--- src/verilog/ujd_consts.vh ---
`ifndef UJD_CONSTS_VH
`define UJD_CONSTS_VH

// Code RAM address width and program counter reset value
`define UJD_PC_W 10
`define UJD_PC_RST 10'h000

// Relative jump on feedback: bits 15..10 fixed, Pol at 9, selector 8..5, offset 4..0
`define UJD_FBKR_MASK 16'hFC00
`define UJD_FBKR_VAL 16'h2800

// Unconditional far jump: 15..4 = 001110011010, 2..0 = 101, register select at 3
`define UJD_JMPF_MASK 16'hFFF7
`define UJD_JMPF_VAL 16'h39A5

// Unconditional relative jump: 15..5 = 00101111000, offset 4..0
`define UJD_JMPR_MASK 16'hFFE0
`define UJD_JMPR_VAL 16'h2F00

// Far jump on condition: 15..11 = 00111, 3..0 = 0000, condition 10..5, register select 4
`define UJD_JOCF_MASK 16'hF80F
`define UJD_JOCF_VAL 16'h3800

// Field positions
`define UJD_OFS_MSB 4
`define UJD_OFS_W 5
`define UJD_FBKR_POL_BIT 9
`define UJD_FBKR_SEL_MSB 8
`define UJD_FBKR_SEL_LSB 5
`define UJD_JMPF_REG_BIT 3
`define UJD_JOCF_COND_MSB 10
`define UJD_JOCF_COND_LSB 5
`define UJD_JOCF_REG_BIT 4

// Instruction kind reported on jump_kind_o
`define UJD_KIND_NONE 3'h0
`define UJD_KIND_FBKR 3'h1
`define UJD_KIND_JMPF 3'h2
`define UJD_KIND_JMPR 3'h3
`define UJD_KIND_JOCF 3'h4
`define UJD_KIND_EXT 3'h5

// Condition code groups
`define UJD_CC_TC_BASE 6'h20
`define UJD_CC_START_LOW 6'h24
`define UJD_CC_START_HIGH 6'h25
`define UJD_CC_SCV_LOW 6'h26
`define UJD_CC_SCS_LOW 6'h29
`define UJD_CC_SCV_HIGH 6'h2C
`define UJD_CC_ALU_DONE 6'h2F
`define UJD_CC_VB_HIGH 6'h30
`define UJD_CC_VB_LOW 6'h31
`define UJD_CC_CUR_HIGH 6'h32
`define UJD_CC_CUR_LOW 6'h38
`define UJD_CC_OWN_HIGH 6'h3E
`define UJD_CC_OWN_LOW 6'h3F

// Width of the synchronised pin bundle
`define UJD_SYNC_W 31

`endif

--- src/verilog/ujd_jump_decode.v ---
// Notes on behaviour
// - The relative feedback jump takes the offset when the selected feedback matches Pol.
// - Offsets are 5-bit two's complement, -16..15, added to the jump instruction's address.
// - Selector codes 0000..1001 pick high-side 1..5, even code drain-source, odd code source.
// - Selector codes 1010..1111 pick low-side 1..6 drain-source feedback in order.
// - Polarity 0 is true on a low signal, polarity 1 on a high signal.
// - The unconditional far jump always loads the PC from the selected jump register.
// - The far jump is bits 15..4 = 001110011010 and 2..0 = 101 with register select at 3.
// - The unconditional relative jump always adds the signed offset to the PC.
// - The condition far jump loads the jump register when the 6-bit condition holds.
// - Condition codes cover flags low and high, terminal counts 1..4 and start low/high.
// - Codes 100110..101110 test the shortcut drain-source and source feedbacks.
// - Code 101111 is ALU request done, 110000 boost high, 110001 boost low.
// - Codes 110010..111111 test the current feedbacks and the core's own, high then low.
`timescale 1ns/1ps
`include "ujd_consts.vh"

module ujd_jump_decode (
	// Clock and reset
	input wire clk_i,
	input wire nrst_i,
	// Fetched instruction, located at the current program counter
	input wire instr_valid_i,
	input wire [15:0] instr_i,
	// Jump register file, same clock
	input wire [`UJD_PC_W-1:0] jump_reg0_i,
	input wire [`UJD_PC_W-1:0] jump_reg1_i,
	// Jump requested by neighbouring decoders, same clock
	input wire ext_jump_i,
	input wire [`UJD_PC_W-1:0] ext_target_i,
	// Pre-driver feedback pins, asynchronous
	input wire [4:0] hs_vds_fb_i,
	input wire [4:0] hs_src_fb_i,
	input wire [5:0] ls_vds_fb_i,
	// Condition sources from pins, asynchronous
	input wire start_i,
	input wire [2:0] sc_vds_i,
	input wire [2:0] sc_src_i,
	input wire boost_high_i,
	input wire [5:0] cur_fb_i,
	input wire own_cur_i,
	// Condition sources from core logic, same clock
	input wire [15:0] flags_i,
	input wire [3:0] term_count_i,
	input wire alu_done_i,
	// Program counter and status
	output wire [`UJD_PC_W-1:0] core_program_counter_o,
	output wire jump_taken_o,
	output wire [2:0] jump_kind_o,
	output wire cond_seen_o
);

	// Registers
	reg [`UJD_PC_W-1:0] pc_reg;
	reg [`UJD_PC_W-1:0] pc_next;
	reg taken_reg;
	reg taken_next;
	reg [2:0] kind_reg;
	reg [2:0] kind_next;
	reg cond_seen_reg;
	reg cond_seen_next;
	reg [`UJD_SYNC_W-1:0] sync1_reg;
	reg [`UJD_SYNC_W-1:0] sync2_reg;

	// Decode results, combinational
	reg [2:0] pc_src;
	reg [2:0] kind_dec;
	reg test_dec;

	// Decode and datapath nets
	wire [`UJD_SYNC_W-1:0] pins_raw;
	wire [4:0] hs_vds_s;
	wire [4:0] hs_src_s;
	wire [5:0] ls_vds_s;
	wire start_s;
	wire [2:0] sc_vds_s;
	wire [2:0] sc_src_s;
	wire boost_high_s;
	wire [5:0] cur_fb_s;
	wire own_cur_s;
	wire [15:0] fbk_vec;
	wire is_fbkr;
	wire is_jmpf;
	wire is_jmpr;
	wire is_jocf;
	wire [`UJD_OFS_W-1:0] offset;
	wire [`UJD_PC_W-1:0] offset_ext;
	wire [`UJD_PC_W-1:0] pc_rel;
	wire [`UJD_PC_W-1:0] pc_seq;
	wire [3:0] fbk_sel;
	wire fbk_pol;
	wire fbk_bit;
	wire fbk_hit;
	wire [5:0] cond_code;
	wire cond_true;
	wire jmpf_reg_sel;
	wire jocf_reg_sel;
	wire far_reg_sel;
	wire [`UJD_PC_W-1:0] far_target;

	// Bundle every pin-side input for the synchroniser
	assign pins_raw = {hs_vds_fb_i, hs_src_fb_i, ls_vds_fb_i, start_i, sc_vds_i,
		sc_src_i, boost_high_i, cur_fb_i, own_cur_i};

	// Two-stage synchroniser; only sync2_reg is read by logic
	// Costs two cycles of latency on every pin test, traded for no metastable decisions
	always @(posedge clk_i or negedge nrst_i) begin
		if (!nrst_i) begin
			sync1_reg <= {`UJD_SYNC_W{1'b0}};
			sync2_reg <= {`UJD_SYNC_W{1'b0}};
		end else begin
			sync1_reg <= pins_raw;
			sync2_reg <= sync1_reg;
		end
	end

	// Unpack the synchronised bundle in the same order as it was packed
	assign {hs_vds_s, hs_src_s, ls_vds_s, start_s, sc_vds_s, sc_src_s, boost_high_s,
		cur_fb_s, own_cur_s} = sync2_reg;

	// Feedback vector indexed by selector code
	genvar i;
	generate
		for (i = 0; i < 5; i = i + 1) begin : g_hs
			assign fbk_vec[2 * i] = hs_vds_s[i];
			assign fbk_vec[2 * i + 1] = hs_src_s[i];
		end
		for (i = 0; i < 6; i = i + 1) begin : g_ls
			assign fbk_vec[10 + i] = ls_vds_s[i];
		end
	endgenerate

	// Opcode recognition; the four patterns are mutually exclusive
	assign is_fbkr = (instr_i & `UJD_FBKR_MASK) == `UJD_FBKR_VAL;
	assign is_jmpf = (instr_i & `UJD_JMPF_MASK) == `UJD_JMPF_VAL;
	assign is_jmpr = (instr_i & `UJD_JMPR_MASK) == `UJD_JMPR_VAL;
	assign is_jocf = (instr_i & `UJD_JOCF_MASK) == `UJD_JOCF_VAL;

	// Signed offset, sign bit copied across the upper address bits
	assign offset = instr_i[`UJD_OFS_MSB:0];
	assign offset_ext = {{(`UJD_PC_W - `UJD_OFS_W){offset[`UJD_OFS_W-1]}}, offset};
	// Relative to the jump's own address; wraps modulo the Code RAM size
	assign pc_rel = pc_reg + offset_ext;
	assign pc_seq = pc_reg + {{(`UJD_PC_W - 1){1'b0}}, 1'b1};

	// Feedback test with polarity
	assign fbk_sel = instr_i[`UJD_FBKR_SEL_MSB:`UJD_FBKR_SEL_LSB];
	assign fbk_pol = instr_i[`UJD_FBKR_POL_BIT];
	assign fbk_bit = fbk_vec[fbk_sel];
	assign fbk_hit = ~(fbk_bit ^ fbk_pol);

	// Condition code evaluation
	assign cond_code = instr_i[`UJD_JOCF_COND_MSB:`UJD_JOCF_COND_LSB];

	ujd_cond_mux u_cond (
		.cond_code_i(cond_code),
		.flags_i(flags_i),
		.term_count_i(term_count_i),
		.start_i(start_s),
		.sc_vds_i(sc_vds_s),
		.sc_src_i(sc_src_s),
		.alu_done_i(alu_done_i),
		.boost_high_i(boost_high_s),
		.cur_fb_i(cur_fb_s),
		.own_cur_i(own_cur_s),
		.cond_true_o(cond_true)
	);

	// Jump register pick; the select bit sits at a different place per opcode
	assign jmpf_reg_sel = instr_i[`UJD_JMPF_REG_BIT];
	assign jocf_reg_sel = instr_i[`UJD_JOCF_REG_BIT];
	assign far_reg_sel = is_jmpf ? jmpf_reg_sel : jocf_reg_sel;
	assign far_target = far_reg_sel ? jump_reg1_i : jump_reg0_i;

	// Counter source codes; hold and step are the two non-jump choices
	localparam SRC_HOLD = 3'h0;
	localparam SRC_SEQ = 3'h1;
	localparam SRC_REL = 3'h2;
	localparam SRC_FAR = 3'h3;
	localparam SRC_EXT = 3'h4;

	// Decode stage; the if chain is the priority order, local jumps before the hook
	always @* begin
		pc_src = SRC_HOLD;
		kind_dec = `UJD_KIND_NONE;
		test_dec = 1'b0;
		if (!instr_valid_i) begin
			pc_src = SRC_HOLD; // Nothing moves without a valid instruction
		end else if (is_fbkr) begin
			kind_dec = `UJD_KIND_FBKR;
			test_dec = fbk_hit;
			pc_src = fbk_hit ? SRC_REL : SRC_SEQ;
		end else if (is_jmpf) begin
			kind_dec = `UJD_KIND_JMPF;
			pc_src = SRC_FAR;
		end else if (is_jmpr) begin
			kind_dec = `UJD_KIND_JMPR;
			pc_src = SRC_REL;
		end else if (is_jocf) begin
			kind_dec = `UJD_KIND_JOCF;
			test_dec = cond_true;
			pc_src = cond_true ? SRC_FAR : SRC_SEQ;
		end else if (ext_jump_i) begin
			// Other jump forms are decoded elsewhere and only hand over a target
			kind_dec = `UJD_KIND_EXT;
			pc_src = SRC_EXT;
		end else begin
			pc_src = SRC_SEQ;
		end
	end

	// Counter mux
	always @* begin
		case (pc_src)
			SRC_HOLD: begin
				pc_next = pc_reg;
			end
			SRC_SEQ: begin
				pc_next = pc_seq;
			end
			SRC_REL: begin
				pc_next = pc_rel;
			end
			SRC_FAR: begin
				pc_next = far_target;
			end
			SRC_EXT: begin
				pc_next = ext_target_i;
			end
			default: begin
				pc_next = pc_reg; // Unused codes hold rather than jump somewhere random
			end
		endcase
	end

	// A jump is any source other than holding or stepping
	always @* begin
		case (pc_src)
			SRC_REL: begin
				taken_next = 1'b1;
			end
			SRC_FAR: begin
				taken_next = 1'b1;
			end
			SRC_EXT: begin
				taken_next = 1'b1;
			end
			default: begin
				taken_next = 1'b0;
			end
		endcase
	end

	// Kind and test result follow a valid word and hold between words
	always @* begin
		kind_next = kind_reg;
		cond_seen_next = cond_seen_reg;
		if (instr_valid_i) begin
			kind_next = kind_dec;
			cond_seen_next = test_dec;
		end
	end

	// Program counter; reset puts the core back at the first Code RAM word
	always @(posedge clk_i or negedge nrst_i) begin
		if (!nrst_i) begin
			pc_reg <= `UJD_PC_RST;
		end else begin
			pc_reg <= pc_next;
		end
	end

	// Taken pulse, one cycle per jump
	always @(posedge clk_i or negedge nrst_i) begin
		if (!nrst_i) begin
			taken_reg <= 1'b0;
		end else begin
			taken_reg <= taken_next;
		end
	end

	// Kind of the last valid word
	always @(posedge clk_i or negedge nrst_i) begin
		if (!nrst_i) begin
			kind_reg <= `UJD_KIND_NONE;
		end else begin
			kind_reg <= kind_next;
		end
	end

	// Test result of the last valid word; 0 unless that word was a feedback or condition jump
	always @(posedge clk_i or negedge nrst_i) begin
		if (!nrst_i) begin
			cond_seen_reg <= 1'b0;
		end else begin
			cond_seen_reg <= cond_seen_next;
		end
	end

	// Outputs straight from flip-flops
	assign core_program_counter_o = pc_reg;
	assign jump_taken_o = taken_reg;
	assign jump_kind_o = kind_reg;
	assign cond_seen_o = cond_seen_reg;

endmodule

--- src/verilog/ujd_cond_mux.v ---
`timescale 1ns/1ps
`include "ujd_consts.vh"

// Evaluates the 6-bit condition code of the far-on-condition jump.
// All inputs arrive already synchronised or from logic on the same clock.
module ujd_cond_mux (
	// Condition select
	input wire [5:0] cond_code_i,
	// Condition sources
	input wire [15:0] flags_i,
	input wire [3:0] term_count_i,
	input wire start_i,
	input wire [2:0] sc_vds_i,
	input wire [2:0] sc_src_i,
	input wire alu_done_i,
	input wire boost_high_i,
	input wire [5:0] cur_fb_i,
	input wire own_cur_i,
	// Result
	output wire cond_true_o
);

	wire [63:0] cond_vec;

	genvar n;

	// Flag n low at code n, flag n high at code 16 plus n
	generate
		for (n = 0; n < 16; n = n + 1) begin : g_flag
			assign cond_vec[n] = ~flags_i[n];
			assign cond_vec[16 + n] = flags_i[n];
		end
	endgenerate

	// Terminal counts and start line
	assign cond_vec[`UJD_CC_TC_BASE + 3:`UJD_CC_TC_BASE] = term_count_i;
	assign cond_vec[`UJD_CC_START_LOW] = ~start_i;
	assign cond_vec[`UJD_CC_START_HIGH] = start_i;

	// Shortcut feedbacks, three channels per group
	assign cond_vec[`UJD_CC_SCV_LOW + 2:`UJD_CC_SCV_LOW] = ~sc_vds_i;
	assign cond_vec[`UJD_CC_SCS_LOW + 2:`UJD_CC_SCS_LOW] = ~sc_src_i;
	assign cond_vec[`UJD_CC_SCV_HIGH + 2:`UJD_CC_SCV_HIGH] = sc_vds_i;

	// ALU completion and boost voltage
	assign cond_vec[`UJD_CC_ALU_DONE] = alu_done_i;
	assign cond_vec[`UJD_CC_VB_HIGH] = boost_high_i;
	assign cond_vec[`UJD_CC_VB_LOW] = ~boost_high_i;

	// Current feedbacks 1, 2, 3, 4l, 4h, 4n and the core's own
	assign cond_vec[`UJD_CC_CUR_HIGH + 5:`UJD_CC_CUR_HIGH] = cur_fb_i;
	assign cond_vec[`UJD_CC_CUR_LOW + 5:`UJD_CC_CUR_LOW] = ~cur_fb_i;
	assign cond_vec[`UJD_CC_OWN_HIGH] = own_cur_i;
	assign cond_vec[`UJD_CC_OWN_LOW] = ~own_cur_i;

	assign cond_true_o = cond_vec[cond_code_i];

endmodule

--- config.mk ---
export PLATFORM = sky130hd
export DESIGN_NAME = ujd_jump_decode
export DESIGN_NICKNAME = d
export VERILOG_FILES = /design/src/verilog/ujd_jump_decode.v /design/src/verilog/ujd_cond_mux.v
export VERILOG_INCLUDE_DIRS = /design/src /design/src/verilog
export SDC_FILE = /design/constraint.sdc
export NUM_CORES = 1
export LEC_CHECK = 0
export BUFFER_PORTS_ARGS = -buffer_cell sky130_fd_sc_hd__buf_4
export CAP_MARGIN = 10
export CORE_MARGIN = 1
export CORE_UTILIZATION = 51
export CTS_CLUSTER_SIZE = 16
export DETAILED_ROUTE_END_ITERATION = 8
export GPL_ROUTABILITY_DRIVEN = 1
export HOLD_SLACK_MARGIN = 0.1
export PLACE_DENSITY = 0.8
export SYNTH_ARGS = -nofsm -noshare
export SYNTH_HDL_FRONTEND = slang
export SYNTH_HIERARCHICAL = 1
export SYNTH_SLANG_ARGS = --single-unit
export TNS_END_PERCENT = 20
--- constraint.sdc ---
create_clock -name clk_i -period 4.79 [get_ports clk_i]
set_input_delay 0.958 -clock clk_i [delete_from_list [all_inputs] [get_ports clk_i]]
set_output_delay 0.958 -clock clk_i [all_outputs]
set_load 0.03 [all_outputs]
Yosys cells after proc, flatten, opt, wreduce, memory -nomap -nowiden --
Index checks and enable logic that the tools add are counted.
Storage, ports and cells: output and inout port bits 15, flip-flop bits (word level) 77, logic and storage cells 69, input port bits 102
Operators by class: equality and inequality tests 8, order comparisons 2, reduce and logical (&&, ||, !) cells 2, $add $sub $neg 2, muxes and demuxes 25, bitwise operators 24
Operators by type and width (count):
- one-hot mux 10 bit (4 select lines) | 1
- 2-to-1 mux 3 bit | 11
- NOT 1 bit | 20
- == test 15 x 13 -> 1 bit (second input constant) | 1
- == test 11 x 9 -> 1 bit (second input constant) | 1
- adder 10 x 1 -> 10 bit (second input constant) | 1
- adder 10 bit | 1
- 2-to-1 mux 10 bit | 1
- == test 9 x 7 -> 1 bit (second input constant) | 1
- 2-to-1 mux 1 bit | 8
- < comparator 6 x 7 -> 1 bit (second input constant) | 1
- binary-select mux 1 bit (select 6 bit) | 1
- == test 3 x 2 -> 1 bit (second input constant) | 2
- == test 6 x 4 -> 1 bit (second input constant) | 1
- NOT 3 bit | 2
- NOT 6 bit | 1
- < comparator 4 x 5 -> 1 bit (second input constant) | 1
- binary-select mux 1 bit (select 4 bit) | 1
- 2-to-1 mux 2 bit | 2
- nonzero test 4 bit | 1
- == test 3 x 1 -> 1 bit (second input constant) | 1
- == test 3 bit (second input constant) | 1
- OR reduction 3 bit | 1
- XOR 1 bit | 1

Logic depth before layout (Yosys ltp) --
depth in word-level cells 12, gate-level depth with buffers 18

By module --
The synthesis kept the hierarchy.
Modules (own cells, without submodules):
- ujd_jump_decode | seq. area each 1926.8 µm², area an instance 3083.0 µm², cells each 238, instances 1
- ujd_cond_mux | seq. area each 0.0 µm², area an instance 504.2 µm², cells each 62, instances 1

Least setup slack after synthesis --
No wires, ideal clock.
kind input-to-reg, start input port instr_i[7], end register pc_reg[6], in the netlist core_program_counter_o[6], data required time 4.653 ns, arrival time 4.341 ns, library setup time 0.137 ns, stages 18, setup slack 0.312 ns, cells stage by stage mux4_1 > mux2i_1 > nor4b_1 > or3_4 > or2_2 > and2_1 > nand2b_1 > ha_1 > inv_1 > fa_1 > nor2b_1 > o21ai_0 > a21boi_0 > o21ai_0 > nor2b_1 > xnor2_1 > a221oi_1 > a21oi_1
Between the ends: cells in the longest elaborated chain, start to end 10, elaborated cells on any way between the ends 22
RTL lines:
- from (decl) | RTL line ujd_jump_decode.v:24 | input wire [15:0] instr_i,
- binary-select mux 1 bit (select 6 bit) | RTL line ujd_cond_mux.v:56 | assign cond_true_o = cond_vec[cond_code_i];
- 2-to-1 mux 1 bit (not written as such) | RTL line ujd_cond_mux.v:56
- 2-to-1 mux 2 bit | RTL line ujd_jump_decode.v:202 | pc_src = cond_true ? SRC_FAR : SRC_SEQ;
- 2-to-1 mux 3 bit | RTL line ujd_jump_decode.v:199 | end else if (is_jocf) begin
- 2-to-1 mux 3 bit | RTL line ujd_jump_decode.v:196 | end else if (is_jmpr) begin
- 2-to-1 mux 3 bit | RTL line ujd_jump_decode.v:193 | end else if (is_jmpf) begin
- 2-to-1 mux 3 bit | RTL line ujd_jump_decode.v:189 | end else if (is_fbkr) begin
- 2-to-1 mux 3 bit | RTL line ujd_jump_decode.v:187 | if (!instr_valid_i) begin
- == test 3 bit (tied with other cells) | RTL line ujd_jump_decode.v:214 | case (pc_src)
- one-hot mux 10 bit (4 select lines) or nonzero test 4 bit (tied branches)
- to (signal assigned) | RTL line ujd_jump_decode.v:267 | pc_reg <= `UJD_PC_RST;
- to (signal assigned) | RTL line ujd_jump_decode.v:269 | pc_reg <= pc_next;
- to (decl) | RTL line ujd_jump_decode.v:54 | reg [`UJD_PC_W-1:0] pc_reg;
Several ways; a longest one is shown, not always the timed one. The select of a mux whose other input is x is not followed. A chain may end at the register's enable or synchronous reset.

Worst setup path in the final report --
start input port instr_i[7], end register pc_reg[9], in the netlist core_program_counter_o[9]
Same word-level chain as after synthesis.

==> qor.txt <==
DR DRC count - 0
DP Wirelength - 6009 microns
Cts bufs inserted - 9
Most frequent cells in the layout - buf_4, dfrtp_1, nor2_1
Clock Sinks - 77
Pin count of the biggest net entering global routing - 78
Via Count - 2836
Routed len/inst - 15.18 microns
I/O Pins - 117
Full die area - 7373 sq um
Main synth FF type - dfrtp_1
Vias in the first global route - 2835
Final setup violating endpoints - 0
Placement Setup Slack - -0.1111 ns
EDFF count, synth - 0
Die Width - 85.87 microns
Post-synthesis async set-or-reset flop share - 1.000
Worst Clk Skew - 0.004443 ns
Mapped Area - 3587 sq um
LEAKAGE - 2.266 nW
P_sw - 0.0004492 W
Crit path kind - in2reg
Avg Inst Size Synth - 11.96 sq um
Max FO, Critical Path - 5
Crit path launch type - primary input
Status - finished, final reports clean
Clock power frac - 0.306
Iteration-0 DRC Markers - 120
R2r setup slk - 0.72 ns
Max Freq - 222.7 MHz
Starting Density - 0.5280
Worst Setup SP - instr_i[7]
Sw frac - 0.2857
VDD IR max - 0.2515 mV
Synth top area share - 0.5371
Fin nets - 539
Max-Cap Viols - 0
CP Capture Type - register
Commonest non-fill, non-tap cell in the layout - buf_4
Crit path required time - 5.02 ns
P&R area growth vs syn - 34.29%
Grt total ovfl - 0
Worst slew margin - 0.3983
Period utilization - 0.9374
FP Rows - 30
HP Class - reg2reg
Syn Nets - 412
Antenna Nets Post-Route - 0
R2R depth - 17
# diodes - 0
TritonCTS clock tree - done
Reg clk slew, reported paths - 0.08 ns
Core ar. - 6794 sq um
Register area share after synthesis - 0.5371
Max Root-Sink Buffers - 2
Crit path max-delay cell type - mux4_1
DR vias/cell - 5.371
Maximum level of the CTS H-tree - 3
Setup crit end - core_program_counter_o[9]
Crit. path cell count - 18
Initial antenna violation count - 0
Arrival time at the worst endpoint - 4.72 ns
Die Ht - 85.87 microns
Int Power - 0.001123 W
IO buf count - 116
Synth cell types - 57
CP max stage delay - 0.54 ns
Reg2reg start - sync2_reg[15]
First drt pass iteration count - 4
CP Cell Sequence - buf_4 -> mux4_1 -> mux2i_1 -> nor4b_1 -> or3_4 -> or2_2 -> and2_1 -> nand2_1 -> inv_1 -> ha_1 -> a21oi_2 -> o2111ai_1 -> a21o_1 -> a21oi_1 -> o21ai_0 -> xor2_1 -> nor4bb_1 -> a311o_1
Synth warn - 6
Worst skew pair latency - 0.34 ns
Critical path's top delay family - compound AO/OA/AOI/OAI gates
Post-route minimum period - 4.490 ns
FF+latch count, synth - 77
First-pass GRT wire length - 12770 microns
Slack of the critical path - 0.2998 ns
Comb power frac - 0.230
Largest cells by area after synthesis - dfrtp_1, mux2i_1, mux4_1
Overall Global Routing Usage - 0.2302
RR Endpoint - core_program_counter_o[9]
PwrDens - 326.4 nW/um^2
Worst slew pin tran - 0.9025 ns
Buf/Inv on CP - 2
Routability Congestion - 0.8571
WHS - 0.3471 ns
Post-Synthesis Cells - 300
Max Slew Vio Count - 0
Biggest area consumer among synthesized cells - dfrtp_1
Fin. Hold Viols - 0
CTS Root Buffer Type - clkbuf_8
Layout cells sized above 1 - 0.3681
Sequential power share - 0.464
Post-Route WL - 8017 microns
RSZ-0062 raised after global routing - true
Hold_buf cts - 0
-- routing by layer --
metal	track usage	wire length [microns]	up-vias
met1	0.2785	3192	1363
met5	0	0	-
met3	0.05679	570	22
met2	0.3846	4022	102
li1	-	-	1349
met4	0.1167	231	0
-- worst min path at each step --
stage / start / to / slack, ns / cells past startpoint
after global routing: sync1_reg[25] / sync2_reg[25] / 0.36 / 0
after global placement: sync1_reg[25] / sync2_reg[25] / 0.33 / 0
after CTS: sync1_reg[9] / sync2_reg[9] / 0.35 / 0
after detailed placement: sync1_reg[17] / sync2_reg[17] / 0.33 / 0
after floorplan: sync1_reg[0] / sync2_reg[0] / 0.33 / 0
final: sync1_reg[9] / sync2_reg[9] / 0.35 / 0
-- worst reg2reg max path, delay by kind of cell, from the launching register on --
kind / cells / cell delay, ns
flip-flops: 1 / 0.38
buffers and inverters: 1 / 0.05
adder cells (fa/ha/maj): 1 / 0.29
AND/OR/NAND/NOR: 6 / 1.14
multiplexers: 2 / 0.68
AO/OA/AOI/OAI: 6 / 1.23
XOR/XNOR: 1 / 0.19
-- stage by stage --
step	cells	area (sq um)	total power [W]	TNS [ns]	util
6_report	528	4817	0.001572	0	0.7090
5_1_grt	528	4817	0.001648	-0.01922	0.7090
4_1_cts	527	4800	0.001579	0	0.7064
3_5_place_dp	511	4602	0.001097	-0.2672	0.6773
3_3_place_gp	511	4602	0.001086	0	0.6773
2_1_floorplan	300	3587	0.0009354	0	-
-- final cells by class --
| type | instances | area [sq um] |
|---|---|---|
| fillers | 507 | 1977 |
| flip-flops and latches | 77 | 1927 |
| multi-input cells | 198 | 1559 |
| repair buffers | 129 | 968.4 |
| clock buffers | 10 | 127.6 |
| well taps | 96 | 120.1 |
| clock inverters | 6 | 70.07 |
| inverters | 12 | 45.04 |
-- power by group through the flow --
| stage | combinational, W | sequential [W] | clock, W |
|---|---|---|---|
| 6_report | 0.000362 | 0.000730 | 0.000481 |
| 5_1_grt | 0.000394 | 0.000735 | 0.000520 |
| 4_1_cts | 0.000357 | 0.000729 | 0.000493 |
| 3_5_place_dp | 0.000355 | 0.000742 | 0 |
| 3_3_place_gp | 0.000345 | 0.000741 | 0 |
| 2_1_floorplan | 0.000156 | 0.000780 | 0 |
-- cell families (layout without fill, tap and decap cells) --
group / count (synthesis) / after routing / synth area share
AO/OA/AOI/OAI: 58 / 58 / 0.1127
XOR/XNOR: 7 / 7 / 0.01709
adder cells (fa/ha/maj): 10 / 10 / 0.03697
buffers and inverters: 25 / 157 / 0.03104
flip-flops: 77 / 77 / 0.5371
multiplexers: 30 / 30 / 0.1224
AND/OR/NAND/NOR: 93 / 93 / 0.1427
-- synth_stat cells, types with 3 or more instances --
cell type,instances
nor3_1,5
mux2i_1,18
nor2_1,31
a211oi_1,4
a221oi_1,9
o21ai_0,8
nand2_1,10
clkbuf_1,6
or2_2,3
nor2b_1,11
ha_1,9
a21oi_1,16
mux4_1,5
nand3_1,3
inv_1,12
dfrtp_1,77
xor2_1,4
mux4_2,4
nand2b_1,5
and3_1,4
xnor2_1,3
-- timing repair --
item | CTS | global route
endpoints found under the setup margin | 0 | 3
resized for setup | 0 | 3
buffers inserted | 0 | 1
No activity file was read; power rests on OpenSTA's default activity.
